`src/bmrc_map.vh`:
```
`ifndef BMRC_MAP_VH
`define BMRC_MAP_VH
// Register index (word addresses on the plain port)
`define BMRC_ADDR_W          4
`define BMRC_REG_SYSCFG      4'h0
`define BMRC_REG_STATUS      4'h1
`define BMRC_REG_CTRL        4'h2
`define BMRC_REG_DECODE      4'h3
// System configuration register fields
`define BMRC_BUS_ACTIVE_STRAP_N_BIT      10
`define BMRC_BUS_TYPE_FIELD_LO         7
`define BMRC_BUS_TYPE_FIELD_HI         8
`define BMRC_SYSCFG_RST      16'h0000
// Control register: bit 0 marks end of init, bit 1 a code branch
`define BMRC_CTRL_END_OF_INIT_INSTRUCTION_BIT  0
`define BMRC_CTRL_BRANCH_BIT 1
// Bus type encodings
`define BMRC_BT_8NMUX        2'h0
`define BMRC_BT_8MUX         2'h1
`define BMRC_BT_16MUX        2'h2
`define BMRC_BT_16NMUX       2'h3
// ROM placement encodings
`define BMRC_ROM_SEG0        2'h0
`define BMRC_ROM_SEG1        2'h1
`define BMRC_ROM_OFF         2'h2
// Segment 1 ROM window, 8 Kbyte
`define BMRC_SEG1_LO         18'h10000
`define BMRC_SEG1_HI         18'h11fff
`define BMRC_SEG0_HI         18'h01fff
// Data map delay in instructions (second instruction after the write)
`define BMRC_DATA_LAG        2'h2
`endif

```
`src/bmrc_strap_cap.v`:
```
`timescale 1ns/10ps
`include "bmrc_map.vh"
module bmrc_strap_cap
(
   // Clock and reset
   input  wire       i_ref_clk,
   input  wire       i_rstn,
   // Strap pins
   input  wire       i_bus_active_strap_n,
   input  wire       i_bus_cfg_strap0,
   input  wire       i_bus_cfg_strap1,
   // Captured straps
   output reg        o_bus_active_strap_n_ff,
   output reg  [1:0] o_bus_type_field_ff,
   output reg        o_load_ff
);
   reg               rst_d_ff;

   // Straps are taken on the first edge with reset released
   always @(posedge i_ref_clk)
   begin
      rst_d_ff <= i_rstn;
      if (!i_rstn)
      begin
         o_bus_active_strap_n_ff <= 1'b0;
         o_bus_type_field_ff   <= 2'h0;
         o_load_ff   <= 1'b0;
      end
      else if (!rst_d_ff)
      begin
         o_bus_active_strap_n_ff <= ~i_bus_active_strap_n;
         o_bus_type_field_ff   <= {i_bus_cfg_strap1, i_bus_cfg_strap0};
         o_load_ff   <= 1'b1;
      end
      else
      begin
         o_load_ff   <= 1'b0;
      end
   end
endmodule

```
`src/bmrc_rom_decode.v`:
```
`timescale 1ns/10ps
`include "bmrc_map.vh"
module bmrc_rom_decode
(
   // Mapping and address
   input  wire [1:0]  i_rom_map,
   input  wire [17:0] i_addr,
   // Result
   output wire        o_rom_hit
);
   // Segment 1 window is 10000h..11fffh, segment 0 window 0..1fffh
   assign o_rom_hit = (i_rom_map == `BMRC_ROM_SEG1) ?
                      ((i_addr >= `BMRC_SEG1_LO) && (i_addr <= `BMRC_SEG1_HI)) :
                      (i_rom_map == `BMRC_ROM_SEG0) ? (i_addr <= `BMRC_SEG0_HI) : 1'b0;
endmodule

```
`src/bmrc_config.v`:
```
// Added by the designer: strobed register access and the placing of the registers.
`timescale 1ns/10ps
`include "bmrc_map.vh"
// Functional notes
// - Data map changes from second later instruction
// - Code map changes at absolute branch
// - Segment 1 ROM spans 10000h to 11FFFh
// - Strap high boots internal ROM, ignores cfg
// - Reserved strap combos still give single chip
// - Strap low boots external with strap mode
// - Cfg 00,01,10,11 give four bus modes
// - Bit 10 loads inverted bus-active strap
// - Bus type field loads cfg straps
// - Bus-active and bus type always read/write
// - ROM changes only before end of init
// - Active 0 type 01 segment1, 00 segment0
// - Type 10 ROM off, 11 bus off, both only before end of init
// - Bus mode changes only with active 1
// - Active 1 selects bus mode always
module bmrc_config
(
   // Clock and reset
   input  wire        i_ref_clk,
   input  wire        i_rstn,
   // Strap pins
   input  wire        i_bus_active_strap_n,
   input  wire        i_bus_cfg_strap0,
   input  wire        i_bus_cfg_strap1,
   // Register port
   input  wire [3:0]  i_addr,
   input  wire [15:0] i_wdata,
   input  wire        i_wr,
   input  wire        i_rd,
   output reg  [15:0] o_rdata,
   // Instruction progress from the core
   input  wire        i_instr_done,
   // Address lookups
   input  wire [17:0] i_data_addr,
   input  wire [17:0] i_code_addr,
   // Resulting configuration
   output reg         o_boot_internal_ff,
   output reg         o_ext_bus_en_ff,
   output reg  [1:0]  o_bus_mode_ff,
   output reg  [1:0]  o_data_rom_map_ff,
   output reg  [1:0]  o_code_rom_map_ff,
   output reg         o_init_done_ff,
   output reg         o_data_rom_hit_ff,
   output reg         o_code_rom_hit_ff
);
   // *******************************************
   // Local state
   // *******************************************
   localparam [2:0] ST_RESET = 3'b001;
   localparam [2:0] ST_INIT  = 3'b010;
   localparam [2:0] ST_RUN   = 3'b100;

   reg  [2:0]  state_ff;
   reg  [2:0]  nxt_state;
   reg  [15:0] syscfg_ff;
   reg  [15:0] nxt_syscfg;
   reg  [1:0]  rom_map_ff;
   reg  [1:0]  nxt_rom_map;
   reg         nxt_ext_bus_en;
   reg  [1:0]  nxt_bus_mode;
   reg  [1:0]  lag_cnt_ff;
   reg  [1:0]  pend_map_ff;
   reg         code_pend_ff;
   reg  [15:0] nxt_rdata;

   wire        strap_bus_active_strap_n;
   wire [1:0]  strap_bus_type_field;
   wire        strap_load;
   wire        data_hit;
   wire        code_hit;
   wire        wr_sys;
   wire        wr_ctrl;
   wire        w_bus_active_strap_n;
   wire [1:0]  w_bus_type_field;
   wire [1:0]  dec_map  [0:1];
   wire [17:0] dec_addr [0:1];
   wire [1:0]  dec_hit;

   // *******************************************
   // Register port decode
   // *******************************************
   assign wr_sys   = i_wr && (i_addr == `BMRC_REG_SYSCFG);
   assign wr_ctrl  = i_wr && (i_addr == `BMRC_REG_CTRL);
   assign w_bus_active_strap_n = i_wdata[`BMRC_BUS_ACTIVE_STRAP_N_BIT];
   assign w_bus_type_field   = i_wdata[`BMRC_BUS_TYPE_FIELD_HI:`BMRC_BUS_TYPE_FIELD_LO];

   // *******************************************
   // Sub blocks
   // *******************************************
   bmrc_strap_cap u_strap
   (
      .i_ref_clk            (i_ref_clk),
      .i_rstn               (i_rstn),
      .i_bus_active_strap_n (i_bus_active_strap_n),
      .i_bus_cfg_strap0     (i_bus_cfg_strap0),
      .i_bus_cfg_strap1     (i_bus_cfg_strap1),
      .o_bus_active_strap_n_ff          (strap_bus_active_strap_n),
      .o_bus_type_field_ff            (strap_bus_type_field),
      .o_load_ff            (strap_load)
   );

   // Entry 0 decodes data lookups, entry 1 code fetches
   assign dec_map[0]  = o_data_rom_map_ff;
   assign dec_map[1]  = o_code_rom_map_ff;
   assign dec_addr[0] = i_data_addr;
   assign dec_addr[1] = i_code_addr;
   assign data_hit    = dec_hit[0];
   assign code_hit    = dec_hit[1];

   genvar gi;
   generate
      for (gi = 0; gi < 2; gi = gi + 1)
      begin : g_dec
         bmrc_rom_decode u_rom_dec
         (
            .i_rom_map (dec_map[gi]),
            .i_addr    (dec_addr[gi]),
            .o_rom_hit (dec_hit[gi])
         );
      end
   endgenerate

   // *******************************************
   // Phase machine and configuration decode
   // *******************************************
   always @*
   begin
      nxt_state      = state_ff;
      nxt_syscfg     = syscfg_ff;
      nxt_rom_map    = rom_map_ff;
      nxt_ext_bus_en = o_ext_bus_en_ff;
      nxt_bus_mode   = o_bus_mode_ff;
      case (state_ff)
         ST_RESET:
         begin
            if (strap_load)
            begin
               nxt_syscfg = `BMRC_SYSCFG_RST;
               nxt_syscfg[`BMRC_BUS_ACTIVE_STRAP_N_BIT] = strap_bus_active_strap_n;
               nxt_syscfg[`BMRC_BUS_TYPE_FIELD_HI:`BMRC_BUS_TYPE_FIELD_LO] = strap_bus_type_field;
               if (strap_bus_active_strap_n)
               begin
                  // External start, mode straight from the straps
                  nxt_rom_map    = `BMRC_ROM_OFF;
                  nxt_ext_bus_en = 1'b1;
                  nxt_bus_mode   = strap_bus_type_field;
               end
               else
               begin
                  // Reserved combos fall into single chip as well
                  nxt_rom_map    = `BMRC_ROM_SEG0;
                  nxt_ext_bus_en = 1'b0;
                  nxt_bus_mode   = `BMRC_BT_8NMUX;
               end
               nxt_state = ST_INIT;
            end
         end
         ST_INIT, ST_RUN:
         begin
            if (wr_sys)
            begin
               nxt_syscfg[`BMRC_BUS_ACTIVE_STRAP_N_BIT] = w_bus_active_strap_n;
               nxt_syscfg[`BMRC_BUS_TYPE_FIELD_HI:`BMRC_BUS_TYPE_FIELD_LO] = w_bus_type_field;
               if (w_bus_active_strap_n)
               begin
                  nxt_ext_bus_en = 1'b1;
                  nxt_bus_mode   = w_bus_type_field;
               end
               else if (state_ff == ST_INIT)
               begin
                  // Bus mode untouched while the active bit is 0
                  case (w_bus_type_field)
                     `BMRC_BT_8NMUX: nxt_rom_map = `BMRC_ROM_SEG0;
                     `BMRC_BT_8MUX:  nxt_rom_map = `BMRC_ROM_SEG1;
                     `BMRC_BT_16MUX: nxt_rom_map = `BMRC_ROM_OFF;
                     default:        nxt_ext_bus_en = 1'b0;
                  endcase
               end
            end
            if (wr_ctrl && i_wdata[`BMRC_CTRL_END_OF_INIT_INSTRUCTION_BIT] && (state_ff == ST_INIT))
            begin
               nxt_state = ST_RUN;
            end
         end
         default:
         begin
            nxt_state = ST_RESET;
         end
      endcase
   end

   // *******************************************
   // Registers
   // *******************************************
   always @(posedge i_ref_clk)
   begin
      if (!i_rstn)
      begin
         state_ff        <= ST_RESET;
         syscfg_ff       <= `BMRC_SYSCFG_RST;
         rom_map_ff      <= `BMRC_ROM_SEG0;
         o_ext_bus_en_ff <= 1'b0;
         o_bus_mode_ff   <= 2'h0;
      end
      else
      begin
         state_ff        <= nxt_state;
         syscfg_ff       <= nxt_syscfg;
         rom_map_ff      <= nxt_rom_map;
         o_ext_bus_en_ff <= nxt_ext_bus_en;
         o_bus_mode_ff   <= nxt_bus_mode;
      end
   end

   // *******************************************
   // Boot source and phase flags
   // *******************************************
   // Boot source moves only on a strap load, so later writes cannot fake it
   always @(posedge i_ref_clk)
   begin
      if (!i_rstn)
      begin
         o_boot_internal_ff <= 1'b0;
         o_init_done_ff     <= 1'b0;
      end
      else
      begin
         o_init_done_ff <= (nxt_state == ST_RUN);
         if (strap_load)
         begin
            o_boot_internal_ff <= ~strap_bus_active_strap_n;
         end
      end
   end

   // *******************************************
   // Pipeline lag of the new ROM mapping
   // *******************************************
   // Data side waits two completed instructions after the write, not counting the writer.
   always @(posedge i_ref_clk)
   begin
      if (!i_rstn)
      begin
         o_data_rom_map_ff <= `BMRC_ROM_SEG0;
         pend_map_ff       <= `BMRC_ROM_SEG0;
         lag_cnt_ff        <= 2'h0;
      end
      else if (strap_load)
      begin
         o_data_rom_map_ff <= nxt_rom_map;
         pend_map_ff       <= nxt_rom_map;
         lag_cnt_ff        <= 2'h0;
      end
      else if (nxt_rom_map != rom_map_ff)
      begin
         pend_map_ff <= nxt_rom_map;
         lag_cnt_ff  <= `BMRC_DATA_LAG;
      end
      else if ((lag_cnt_ff != 2'h0) && i_instr_done)
      begin
         lag_cnt_ff <= lag_cnt_ff - 2'h1;
         if (lag_cnt_ff == 2'h1)
         begin
            o_data_rom_map_ff <= pend_map_ff;
         end
      end
   end

   // Code side holds the old map until an absolute branch is taken.
   always @(posedge i_ref_clk)
   begin
      if (!i_rstn)
      begin
         o_code_rom_map_ff <= `BMRC_ROM_SEG0;
         code_pend_ff      <= 1'b0;
      end
      else if (strap_load)
      begin
         o_code_rom_map_ff <= nxt_rom_map;
         code_pend_ff      <= 1'b0;
      end
      else if (wr_ctrl && i_wdata[`BMRC_CTRL_BRANCH_BIT] && code_pend_ff)
      begin
         o_code_rom_map_ff <= rom_map_ff;
         code_pend_ff      <= (nxt_rom_map != rom_map_ff);
      end
      else if (nxt_rom_map != rom_map_ff)
      begin
         code_pend_ff <= 1'b1;
      end
   end

   // *******************************************
   // Read port
   // *******************************************
   always @*
   begin
      nxt_rdata = 16'h0000;
      case (i_addr)
         `BMRC_REG_SYSCFG: nxt_rdata = syscfg_ff;
         `BMRC_REG_STATUS: nxt_rdata = {7'h00, code_pend_ff, lag_cnt_ff, rom_map_ff,
                                        o_bus_mode_ff, o_ext_bus_en_ff, o_init_done_ff};
         `BMRC_REG_DECODE: nxt_rdata = {10'h000, o_code_rom_map_ff, o_data_rom_map_ff,
                                        o_code_rom_hit_ff, o_data_rom_hit_ff};
         default:          nxt_rdata = 16'h0000;
      endcase
   end

   // Zero outside the answer cycle, so a stale word never reads as data
   always @(posedge i_ref_clk)
   begin
      if (!i_rstn)
      begin
         o_rdata <= 16'h0000;
      end
      else
      begin
         o_rdata <= i_rd ? nxt_rdata : 16'h0000;
      end
   end

   // *******************************************
   // Lookup results
   // *******************************************
   always @(posedge i_ref_clk)
   begin
      if (!i_rstn)
      begin
         o_data_rom_hit_ff <= 1'b0;
         o_code_rom_hit_ff <= 1'b0;
      end
      else
      begin
         o_data_rom_hit_ff <= data_hit;
         o_code_rom_hit_ff <= code_hit;
      end
   end
endmodule

```
`config.mk`:
```
export PLATFORM = sky130hd
export DESIGN_NAME = bmrc_config
export DESIGN_NICKNAME = d
export VERILOG_FILES = /design/src/bmrc_strap_cap.v /design/src/bmrc_rom_decode.v /design/src/bmrc_config.v
export VERILOG_INCLUDE_DIRS = /design/src
export SDC_FILE = /design/constraint.sdc
export NUM_CORES = 1
export LEC_CHECK = 0
export ABC_AREA = 1
export BUFFER_PORTS_ARGS = -buffer_cell sky130_fd_sc_hd__buf_2
export CAP_MARGIN = 0
export CORE_MARGIN = 2
export CORE_UTILIZATION = 44
export DETAILED_ROUTE_END_ITERATION = 6
export MAX_ROUTING_LAYER = met4
export PLACE_DENSITY = 0.89
export RECOVER_POWER = 100
export REMOVE_ABC_BUFFERS = 1
export SYNTH_ARGS = -nofsm -noshare
export SYNTH_HDL_FRONTEND = slang
export SYNTH_SLANG_ARGS = --single-unit
```
`constraint.sdc`:
```
create_clock -name i_ref_clk -period 1.72 [get_ports i_ref_clk]
set_input_delay 0.344 -clock i_ref_clk [delete_from_list [all_inputs] [get_ports i_ref_clk]]
set_output_delay 0.344 -clock i_ref_clk [all_outputs]
set_load 0.01 [all_outputs]
```
* Word level (Yosys, flattened, before mapping) *
Cells that the tools add are included.

word-level totals
  logic and storage cells = 124
  register bits = 45

cells by class
  bitwise gates (word level) = 3
  equal/unequal tests = 19
  muxes and demuxes = 45
  reductions and logical operators = 30
  $add $sub $neg = 1
  $lt $le $gt $ge = 6

operators by type and width
  cell                  count
  $mux 2                20
  $ge 18x17->1 const B  2
  $le 18x13->1 const B  2
  $le 18x17->1 const B  2
  $pmux 11 s3           1
  $reduce_bool 2->1     8
  $mux 1                14
  $pmux 2 s2            3
  $mux 11               1
  $logic_and 1x1->1     9
  $eq 2x1->1 const B    4
  $eq 4x2->1 const B    2
  $eq 3x3->1 const B    2
  $logic_not 2->1       3
  $mux 3                2
  $ne 3x3->1 const B    2
  $pmux 2 s3            1
  $pmux 3 s2            1
  $reduce_and 3->1      2
  $reduce_or 3->1       2
  $reduce_and 5->1      1
  $eq 4x1->1 const B    1
  $logic_not 4->1       1
  $ne 2x1->1 const B    2
  11 further kinds      16

* Longest topological paths before layout *
Gate-level depths: netlist of run 1.

  depth in word-level cells = 9
  gate-level depth with buffers = 15
  depth with buffers taken out = 14

* Modules after synthesis *
From an unflattened synthesis of run 1, not the netlist that was laid out.

unflattened totals
  cell total of the unflattened synthesis = 279
  area, all modules = 1884.3 um2

modules (own cells, without submodules)
  module           area an instance (um2)  times used  sequential area each (um2)  cells each
  bmrc_config      1651.6                  1           680.7                       240
  bmrc_strap_cap   167.7                   1           100.1                       23
  bmrc_rom_decode  32.5                    2           0.0                         8

* Worst setup path after synthesis of run 1 *
Ideal clock, no wire load.

  path type = input port to flip-flop
  start point = in i_addr[0]
  end point = reg pend_map_ff[1]
  path slack = 155 ps
  arrival time = 1451 ps
  stages = 13
  library setup time = 113 ps
  path through = buf_2 nor2_4 nand3_4 nor2_1 nor2_1 nand2_2 nand3_1 nand2_4 nand2_4 nor2_4 inv_2 nor2_1 nor2_1

between the ends
  word-level cells in the longest chain between the ends = 6

RTL lines
  element                                                       RTL line           RTL
  start, declared                                               bmrc_config.v:30   input wire [3:0] i_addr,
  $logic_not 4->1 (*)                                           --
  $logic_and 1x1->1 (*)                                         bmrc_config.v:86   assign wr_sys = i_wr && (i_addr == `BMRC_REG_SYSCFG);
  $mux 2 (*)                                                    bmrc_config.v:164  if (wr_sys)
  $pmux 2 s2 (*)                                                bmrc_config.v:137  case (state_ff)
  $ne 2x2->1 / $mux 2 (equally long branches)                   bmrc_config.v:258  else if (nxt_rom_map != rom_map_ff)
  $reduce_bool 2->1 (no line) / $mux 2 (equally long branches)  --
  end signal, assigned                                          bmrc_config.v:249  pend_map_ff <= `BMRC_ROM_SEG0;
  end signal, assigned                                          bmrc_config.v:255  pend_map_ff <= nxt_rom_map;
  end signal, assigned                                          bmrc_config.v:260  pend_map_ff <= nxt_rom_map;
  end, declared                                                 bmrc_config.v:66   reg [1:0] pend_map_ff;

Every way passes the cells marked *; elsewhere a longest branch is shown, timed or not. The select of a mux whose other input is x is not followed.
A chain may end at the register's enable or synchronous reset.

* Worst setup path in the final report of run 1 *
  start point = reg state_ff[1]
  end point = reg code_pend_ff

between the ends
  word-level cells in the longest chain between the ends = 7

RTL lines
  element                                             RTL line                              RTL
  start, declared                                     bmrc_config.v:57                      reg [2:0] state_ff;
  start signal, assigned                              bmrc_config.v:211                     state_ff <= nxt_state;
  $eq 3x2->1                                          bmrc_config.v:137, bmrc_config.v:173
  $mux 2                                              bmrc_config.v:173                     else if (state_ff == ST_INIT)
  $mux 2                                              bmrc_config.v:168                     if (w_bus_active_strap_n)
  $mux 2                                              bmrc_config.v:164
  $pmux 2 s2 (*)                                      bmrc_config.v:137
  $ne 2x2->1 (*)                                      bmrc_config.v:289, bmrc_config.v:291
  $mux 1 / $reduce_bool 2->1 (equally long branches)  --
  end signal, assigned                                bmrc_config.v:289                     code_pend_ff <= (nxt_rom_map != rom_map_ff);
  end, declared                                       bmrc_config.v:67                      reg code_pend_ff;

Every way passes the cells marked *; elsewhere a longest branch is shown, timed or not.

==> metrics.csv, run 1 <==
metric,value,unit
Die H,69.2,µm
Worst EP arrival,1930,ps
worst min-delay path category,primary input to flip-flop,
ys async rst share,0,%
"Reg clk slew, reported paths",80,ps
Max Cap Viol,0,
fmax,572,MHz
Slew HR,47.5,%
clock tree buffer depth,2,
"Slew Viols, Final",0,
post-synth top area share,41.8,%
effective utilization at floorplan,46.1,%
die width,69.2,µm
violations in the final reports,setup timing,
nets,371,
HPWL after detailed placement,3210,µm
gr ovfl total,0,
Critical Path RT,1900,ps
warnings from Yosys,0,
Least-Margin Pin Slew,787,ps
worst hold margin,234,ps
layout cells sized above 1,34.6,%
crit path launch type,flip-flop,
"Top FF cell, synth",dfxtp_1,
placed cell area,2150,µm²
CTS H-Tree Depth,2,
final worst setup slack,-29.6,ps
Root Driver,clkbuf_8,
Core Region,4060,µm²
reg2reg start,state_ff[1],
Setup Viol. Count Final,1,
"Seq/Total Area, Yosys",41.8,%
"Core Util, Final",59.5,%
GP Congestion,0.834,
top-count cell post-synth,dfxtp_1,
Tcrit/Tclk final,102,%
Post-Syn Area,1870,µm²
R2R Path End,code_pend_ff,
Power Dens Cells,903,nW/µm²
Static Leak,1.08,nW
via count,2003,
Area Growth Syn to Fin,29.0,%
crit-path max FO,5,
hold wc startpoint,i_bus_active_strap_n,
final antenna-violating net count,0,
#FFs+latches synth,39,
Ant. Diodes,0,
CTS buffer count,5,
WL/cell,15.4,µm
"Distinct cells, synth",37,
status,finished with violations,
Tot Pwr,0.00218,W
drt pass-1 iters,6,
hold depth,2,
Worst setup EP type,flip-flop,
design area,2410,µm²
number of flops mapped to enable cells by yosys,0,
reg2reg path depth,11,
flop2flop setup slack,-30,ps
dominant cells by area after synthesis,"dfxtp_1 (42%), nand3_1 (5.9%), nor2_1 (5.6%)",
crit path time final,1750,ps
gr usage total,19.8,%
cell taking the most area after synthesis,dfxtp_1,
FP Rows,23,
initial antenna violation count,0,
I/O pin cnt,91,
drt drc,0,
pin count of the biggest net entering global routing,17,
clock latency on the worst-skew pair,300,ps
total wire length,5470,µm
Post-Syn Instances,242,
CTS Hold Bufs,0,
number of global-route vias before repair,1732,
peak supply drop,0.357,mV
initial drt markers,220,
Avg Inst Size Synth,7.72,µm²
die area,4790,µm²
Worst Hold Path EP,u_strap.o_bus_active_strap_n_ff,
Max Clock Skew,10.4,ps
Post-synth top cells,"dfxtp_1 (39), nor2_1 (28), nand2_1 (27)",
DP Worst Slack,8.67,ps
final hold viol count,0,
first-pass GRT wire length,7450,µm
vias per cell,5.63,
Buffers on Ports,47,
critical path type,flip-flop to flip-flop,
CTS tree,yes,
Sink Count,39,
## how the worst max path moves through the flow
stage / startpoint / to / slack, ps / cells after the start
global placement: i_addr[1] / pend_map_ff[1] / 50 / 13
global route: state_ff[1] / pend_map_ff[1] / -70 / 13
CTS: state_ff[0] / pend_map_ff[0] / 10 / 14
finish: state_ff[1] / code_pend_ff / -30 / 11
floorplan: i_addr[3] / pend_map_ff[0] / 120 / 12
detailed placement: i_addr[1] / pend_map_ff[0] / 9 / 13
## cell usage in the layout (no fill, tap or decap), drive strengths merged
master	n
clkbuf	8
buf	61
o21a	1
o22ai	1
o2111a	1
nor2	32
nand2	38
nor3	4
nor4	2
dfxtp	39
inv	31
a21oi	21
nand4	7
o211a	1
o21ai	16
o2111ai	1
ha	2
conb	6
bufinv	2
a2bb2oi	1
nor3b	1
mux2i	1
a22o	1
nand3	25
a211oi	3
## state kept, by name, summed over array words and instances, names as in the netlist, 2 cells and up
| signal | cells |
|---|---|
| o_data_rom_map_ff | 2 |
| o_rdata | 10 |
| lag_cnt_ff | 2 |
| pend_map_ff | 2 |
| o_code_rom_map_ff | 2 |
| rom_map_ff | 2 |
| u_strap.o_bus_type_field_ff | 2 |
| o_bus_mode_ff | 2 |
| state_ff | 3 |
| syscfg_ff | 3 |
## cell type report
| type | count | area (µm²) |
|---|---|---|
| fill | 318 | 1650 |
| multi-input combinational | 165 | 950 |
| sequential | 39 | 788 |
| timing repair buffer | 63 | 350 |
| inverter | 31 | 129 |
| clock buffer | 6 | 72.6 |
| tap | 50 | 62.6 |
| clock inverter | 2 | 60.1 |
## timing repair
action / CTS / global route
gates resized for setup: 1 / 20
pin swaps: 0 / 2
endpoints found under the setup margin: 3 / 5
gates cloned: 0 / 0
setup buffers: 0 / 10
## logic make-up (layout without fill, tap and decap cells)
kind of cell / after synthesis / in the layout / synth area share (%)
other: 1 / 6 / 0.201
flip-flops: 39 / 39 / 41.8
AO/OA/AOI/OAI: 47 / 47 / 15.0
adder cells (fa/ha/maj): 2 / 2 / 1.34
buffers and inverters: 43 / 102 / 10.8
AND/OR/NAND/NOR: 109 / 109 / 30.3
multiplexers: 1 / 1 / 0.535
## power by group
| part | total, W | leakage (nW) | internal [W] | switching [W] |
|---|---|---|---|---|
| logic | 0.000291 | 0.695 | 0.000108 | 0.000183 |
| clock network | 0.000914 | 0.0654 | 0.000580 | 0.000334 |
| registers | 0.000972 | 0.319 | 0.000938 | 0.0000336 |
| total | 0.00218 | 1.08 | 0.00163 | 0.000551 |
## worst max-delay path, stage by stage, from the launching register on
cell	delay, ps
dfxtp_4	380
inv_6	50
nor2_4	150
nand3_1	110
nor2_1	140
nor2_2	60
nand2_2	80
nand3_1	120
nand2_4	110
nand2_4	80
o21ai_1	220
inv_1	120
## routing by layer
layer	up-vias	global-route usage (%)	part of all wire, %
li1	924	-	-
met1	879	22.0	37
met2	154	32.4	47
met3	46	4.80	10
met4	0	11.1	6.1
met5	-	-	0
## stage by stage
step                      std cells  TNS, ps
final                           356    -29.6
after global routing            356     -192
after CTS                       346        0
after detailed placement        338        0
after global placement          338        0
after floorplan                 235        0
No activity file was read; power rests on OpenSTA's default activity.
==> run 2, diff against run 1 <==
==> constraint.sdc (replaced) <==
create_clock -name i_ref_clk -period 1.9 [get_ports i_ref_clk]
set_input_delay 0.38 -clock i_ref_clk [delete_from_list [all_inputs] [get_ports i_ref_clk]]
set_output_delay 0.38 -clock i_ref_clk [all_outputs]
set_load 0.01 [all_outputs]
==> run 2 against run 1 <==
Against the previous run:
- the flow now finishes without violations
- hold slack improved by 23 ps
- flip-flop and latch count did not move
- register-to-register slack improved by 170 ps
- power fell by 16%
- clock-buffer cell count did not move
- clock skew fell by 1.0 ps
- sequential share of layout area rose by 2.6 points
- core utilization fell by 4.9 points
- design area fell by 8.2%
- critical path type unchanged
==> metrics.csv, run 2 (synthesis gave the netlist of run 1 again) <==
metric,value,unit
first-pass GRT wire length,7750,µm
reg2reg start,state_ff[1],
vias per cell,5.16,
met3 Usage GRT,6.25,%
area of the multi-input gates,901,µm²
status,finished clean,
"Slew Viols, Final",0,
number of global-route vias before repair,1753,
post-CTS repair timing setup buffer count,0,
peak supply drop,0.280,mV
Worst setup EP type,flip-flop,
total wire length,4480,µm
Least-Margin Pin Slew,752,ps
via count,1780,
Root Driver,clkbuf_8,
layout cells sized above 1,20.7,%
most used routing layer,met2,
grt met1 use,22.9,%
RSZ-0062 raised after global routing,no,
hold wc startpoint,i_bus_active_strap_n,
worst min-delay path category,primary input to flip-flop,
Buffers on Ports,47,
pin count of the biggest net entering global routing,17,
Tcrit/Tclk final,92.8,%
initial antenna violation count,0,
Setup Viol. Count Final,0,
R2R Path End,pend_map_ff[1],
Die H,69.2,µm
Slew HR,49.9,%
crit path launch type,flip-flop,
crit path time final,1760,ps
FP Rows,23,
placed cell area,2140,µm²
Power Dens Cells,823,nW/µm²
GP Congestion,0.842,
drt drc,0,
WL/cell,13.0,µm
final antenna-violating net count,0,
design area,2210,µm²
most frequent cells in the layout,"dfxtp_1 (39), nor2_1 (28), nand2_1 (27)",
CTS H-Tree Depth,2,
fill count,373,
Storage cell area,781,µm²
I/O pin cnt,91,
initial drt markers,86,
CTS tree,yes,
CTS Hold Bufs,0,
gr ovfl total,0,
drt pass-1 iters,4,
clock latency on the worst-skew pair,300,ps
Worst Setup SP,state_ff[1],
final hold viol count,0,
M2 GR Usage,34.6,%
Core Region,4060,µm²
reg2reg path depth,13,
Static Leak,0.908,nW
Max Cap Viol,0,
max reg flops,10,
die area,4790,µm²
flop2flop setup slack,140,ps
clock tree buffer depth,2,
Area Growth Syn to Fin,18.4,%
Top reg by flops,o_rdata,
CTS buffer count,5,
Regs by FF count,"o_rdata: 10 flops, state_ff: 3 flops, syscfg_ff: 3 flops",
setup TNS,0,ps
Sink Count,39,
"Core Util, Final",54.5,%
Ant. Diodes,0,
end point of the critical path,pend_map_ff[1],
Critical Path RT,2110,ps
die width,69.2,µm
Tot Pwr,0.00182,W
fmax,567,MHz
crit-path max FO,5,
"leading cell type in the layout, fill and taps excluded",dfxtp_1,
critical path type,flip-flop to flip-flop,
Max Clock Skew,9.40,ps
gr usage total,21.1,%
effective utilization at floorplan,46.1,%
HPWL after detailed placement,3340,µm
nets,360,
"Reg clk slew, reported paths",80,ps
Worst EP arrival,1970,ps
-- run 2: changes by cell type in the layout (fill, tap and decap cells not counted), sizes merged --
cell	change
clkbuf	+24
clkinv	+1
buf	-35
bufinv	-1
-- run 2: cell type report --
cell class	instances	area share (%)
repair buffers	52	10.5
well taps	50	2.83
clock inverters	2	1.58
clock buffers	6	3.73
inverters	31	5.37
flip-flops and latches	39	35.3
multi-input cells	165	40.7
-- run 2: power by group --
group          internal, W  leakage, nW  total, W  switching [W]
Combinational    0.0000805        0.529  0.000227       0.000147
Clock             0.000425       0.0612  0.000720       0.000295
Sequential        0.000850        0.318  0.000874      0.0000243
-- run 2: per-stage QoR --
stage / hold WS, ps / std cells / setup slack [ps]
floorplan: 408 / 235 / 259
global placement: 442 / 337 / 170
detailed placement: 448 / 337 / 113
CTS: 248 / 345 / 168
global route: 260 / 345 / 20.3
finish: 257 / 345 / 136
-- run 2: timing repair --
action                                  CTS  global route
endpoints found under the hold margin     0             0
gates resized for setup                   0             1
endpoints found under the setup margin    0             1
-- run 2: critical path, cell delays in order (launching register included) --
cell     delay [ps]
dfxtp_1         370
inv_2            70
nor2_1          200
nand3_2         140
o21ai_2         170
nand2_2         100
nand2_2         100
nand2_2          60
nand2_2          90
nand2_4          80
nor2_4          120
inv_2            40
nor2_1           80
nor2_1           50
-- run 2: worst min path at each step --
stage	cells past startpoint	end
4_1_cts	2	u_strap.o_bus_active_strap_n_ff
2_1_floorplan	0	u_strap.rst_d_ff
3_5_place_dp	2	syscfg_ff[7]
5_1_grt	2	u_strap.o_bus_active_strap_n_ff
3_3_place_gp	2	syscfg_ff[7]
6_report	2	u_strap.o_bus_active_strap_n_ff
-- run 2: per-layer routing --
layer / part of all wire [%] / wire (µm)
met5: 0 / 0
met4: 3.2 / 144
met3: 6.6 / 296
met2: 50 / 2220
met1: 41 / 1820
==> run 3, diff against run 2 <==
--- a/config.mk
+++ b/config.mk
@@ -7,15 +7,18 @@
 export NUM_CORES = 1
 export LEC_CHECK = 0
 export ABC_AREA = 1
+export ABC_CLOCK_PERIOD_IN_PS = 1900
 export BUFFER_PORTS_ARGS = -buffer_cell sky130_fd_sc_hd__buf_2
 export CAP_MARGIN = 0
 export CORE_MARGIN = 2
 export CORE_UTILIZATION = 44
 export DETAILED_ROUTE_END_ITERATION = 6
+export GPL_TIMING_DRIVEN = 0
 export MAX_ROUTING_LAYER = met4
 export PLACE_DENSITY = 0.89
 export RECOVER_POWER = 100
 export REMOVE_ABC_BUFFERS = 1
+export SKIP_LAST_GASP = 1
 export SYNTH_ARGS = -nofsm -noshare
 export SYNTH_HDL_FRONTEND = slang
 export SYNTH_SLANG_ARGS = --single-unit
==> run 3 against run 2 <==
Against the previous run:
- die area unchanged
- design area shrank 2.8%
- critical path depth is the same
- cell count fell by 1.4%
- clock skew fell by 5.5 ps
- clock power fell by 25%
- power down 10%
- register-to-register slack improved by 60 ps
==> metrics.csv, run 3 (synthesis gave the netlist of run 1 again) <==
metric,value,unit
"Slew Viols, Final",0,
crit-path max FO,5,
post-CTS repair timing setup buffer count,0,
WL/cell,12.8,µm
Area Growth Syn to Fin,15.1,%
gr usage total,19.9,%
Storage cell area,782,µm²
crit path launch type,flip-flop,
"Reg clk slew, reported paths",70,ps
final hold viol count,0,
FP Rows,23,
Top reg by flops,o_rdata,
Root Driver,clkbuf_8,
Ant. Diodes,0,
I/O pin cnt,91,
max reg flops,10,
gr ovfl total,0,
CTS H-Tree Depth,2,
Worst EP arrival,1900,ps
Tot Pwr,0.00163,W
most frequent cells in the layout,"dfxtp_1 (38), nand2_1 (29), nor2_1 (28)",
via count,1769,
layout cells sized above 1,19.0,%
initial antenna violation count,0,
vias per cell,5.20,
"leading cell type in the layout, fill and taps excluded",dfxtp_1,
Regs by FF count,"o_rdata: 10 flops, state_ff: 3 flops, syscfg_ff: 3 flops",
worst min-delay path category,primary input to flip-flop,
Least-Margin Pin Slew,553,ps
RSZ-0062 raised after global routing,no,
Setup Viol. Count Final,0,
reg2reg start,state_ff[1],
die width,69.2,µm
first-pass GRT wire length,7380,µm
fmax,588,MHz
design area,2150,µm²
Worst Setup SP,state_ff[1],
Core Region,4060,µm²
Power Dens Cells,758,nW/µm²
pin count of the biggest net entering global routing,18,
CTS Hold Bufs,0,
CTS tree,yes,
Critical Path RT,2090,ps
crit path time final,1700,ps
Static Leak,0.880,nW
critical path type,flip-flop to flip-flop,
CTS buffer count,5,
peak supply drop,0.385,mV
clock tree buffer depth,2,
Sink Count,39,
Tcrit/Tclk final,89.6,%
area of the multi-input gates,900,µm²
drt drc,0,
flop2flop setup slack,200,ps
Die H,69.2,µm
status,finished clean,
clock latency on the worst-skew pair,290,ps
"Core Util, Final",53.0,%
number of global-route vias before repair,1694,
HPWL after detailed placement,3290,µm
Max Clock Skew,3.93,ps
placed cell area,2100,µm²
fill count,388,
die area,4790,µm²
Max Cap Viol,0,
# resized after CTS,0,
hold wc startpoint,i_bus_active_strap_n,
M2 GR Usage,33.2,%
Worst setup EP type,flip-flop,
Buffers on Ports,47,
nets,355,
final antenna-violating net count,0,
drt pass-1 iters,4,
total wire length,4350,µm
most used routing layer,met2,
met3 Usage GRT,5.23,%
effective utilization at floorplan,46.1,%
initial drt markers,181,
GP Congestion,0.904,
grt met1 use,21.9,%
Slew HR,63.1,%
[run 3: cell types whose count changed in the layout (fill, tap and decap cells not counted), sizes merged]
cell / change
bufinv: -1
buf: -1
clkbuf: -3
[run 3: routing by layer]
metal | wire length [µm] | part of all wire (%) | vias to the layer above
met2 | 2120 | 49 | 68
met4 | 109 | 2.5 | 0
met5 | 0 | 0 | -
met3 | 296 | 6.8 | 10
li1 | - | - | 888
met1 | 1820 | 42 | 803
[run 3: power breakdown]
part / switching (W) / total [W] / internal, W
sequential: 0.0000271 / 0.000877 / 0.000850
clock: 0.000280 / 0.000537 / 0.000258
combinational: 0.000140 / 0.000217 / 0.0000768
total: 0.000447 / 0.00163 / 0.00118
[run 3: critical path, stage by stage (launching register included)]
cell	delay (ps)
dfxtp_1	360
inv_1	90
nor2_1	160
nand3_1	140
o21ai_2	160
nand2_2	90
nand2_2	90
nand2_1	90
nand2_4	80
nand2_4	70
nor2_4	100
inv_1	60
nor2_1	80
nor2_1	50
[run 3: cell type report]
class	instances	share of cell area [%]
Clock inverter	1	0.233
Sequential cell	39	36.3
Timing Repair Buffer	47	9.65
Clock buffer	7	3.55
Tap cell	50	2.91
Multi-Input combinational cell	165	41.8
Inverter	31	5.52
[run 3: worst paths after layout]
path	end	cells after the start
setup reg to reg	pend_map_ff[0]	13
hold reg to reg	u_strap.o_load_ff	1
setup / recovery	pend_map_ff[0]	13
hold / removal	u_strap.o_bus_active_strap_n_ff	2
[run 3: per-stage QoR]
step | std cells | setup TNS, ps | setup slack [ps] | hold slack, ps
6_report | 340 | 0 | 198 | 269
5_1_grt | 340 | 0 | 32.3 | 281
4_1_cts | 340 | 0 | 105 | 260
3_5_place_dp | 332 | -182 | -69.5 | 451
3_3_place_gp | 332 | -63.8 | -34.2 | 443
2_1_floorplan | 235 | 0 | 259 | 408
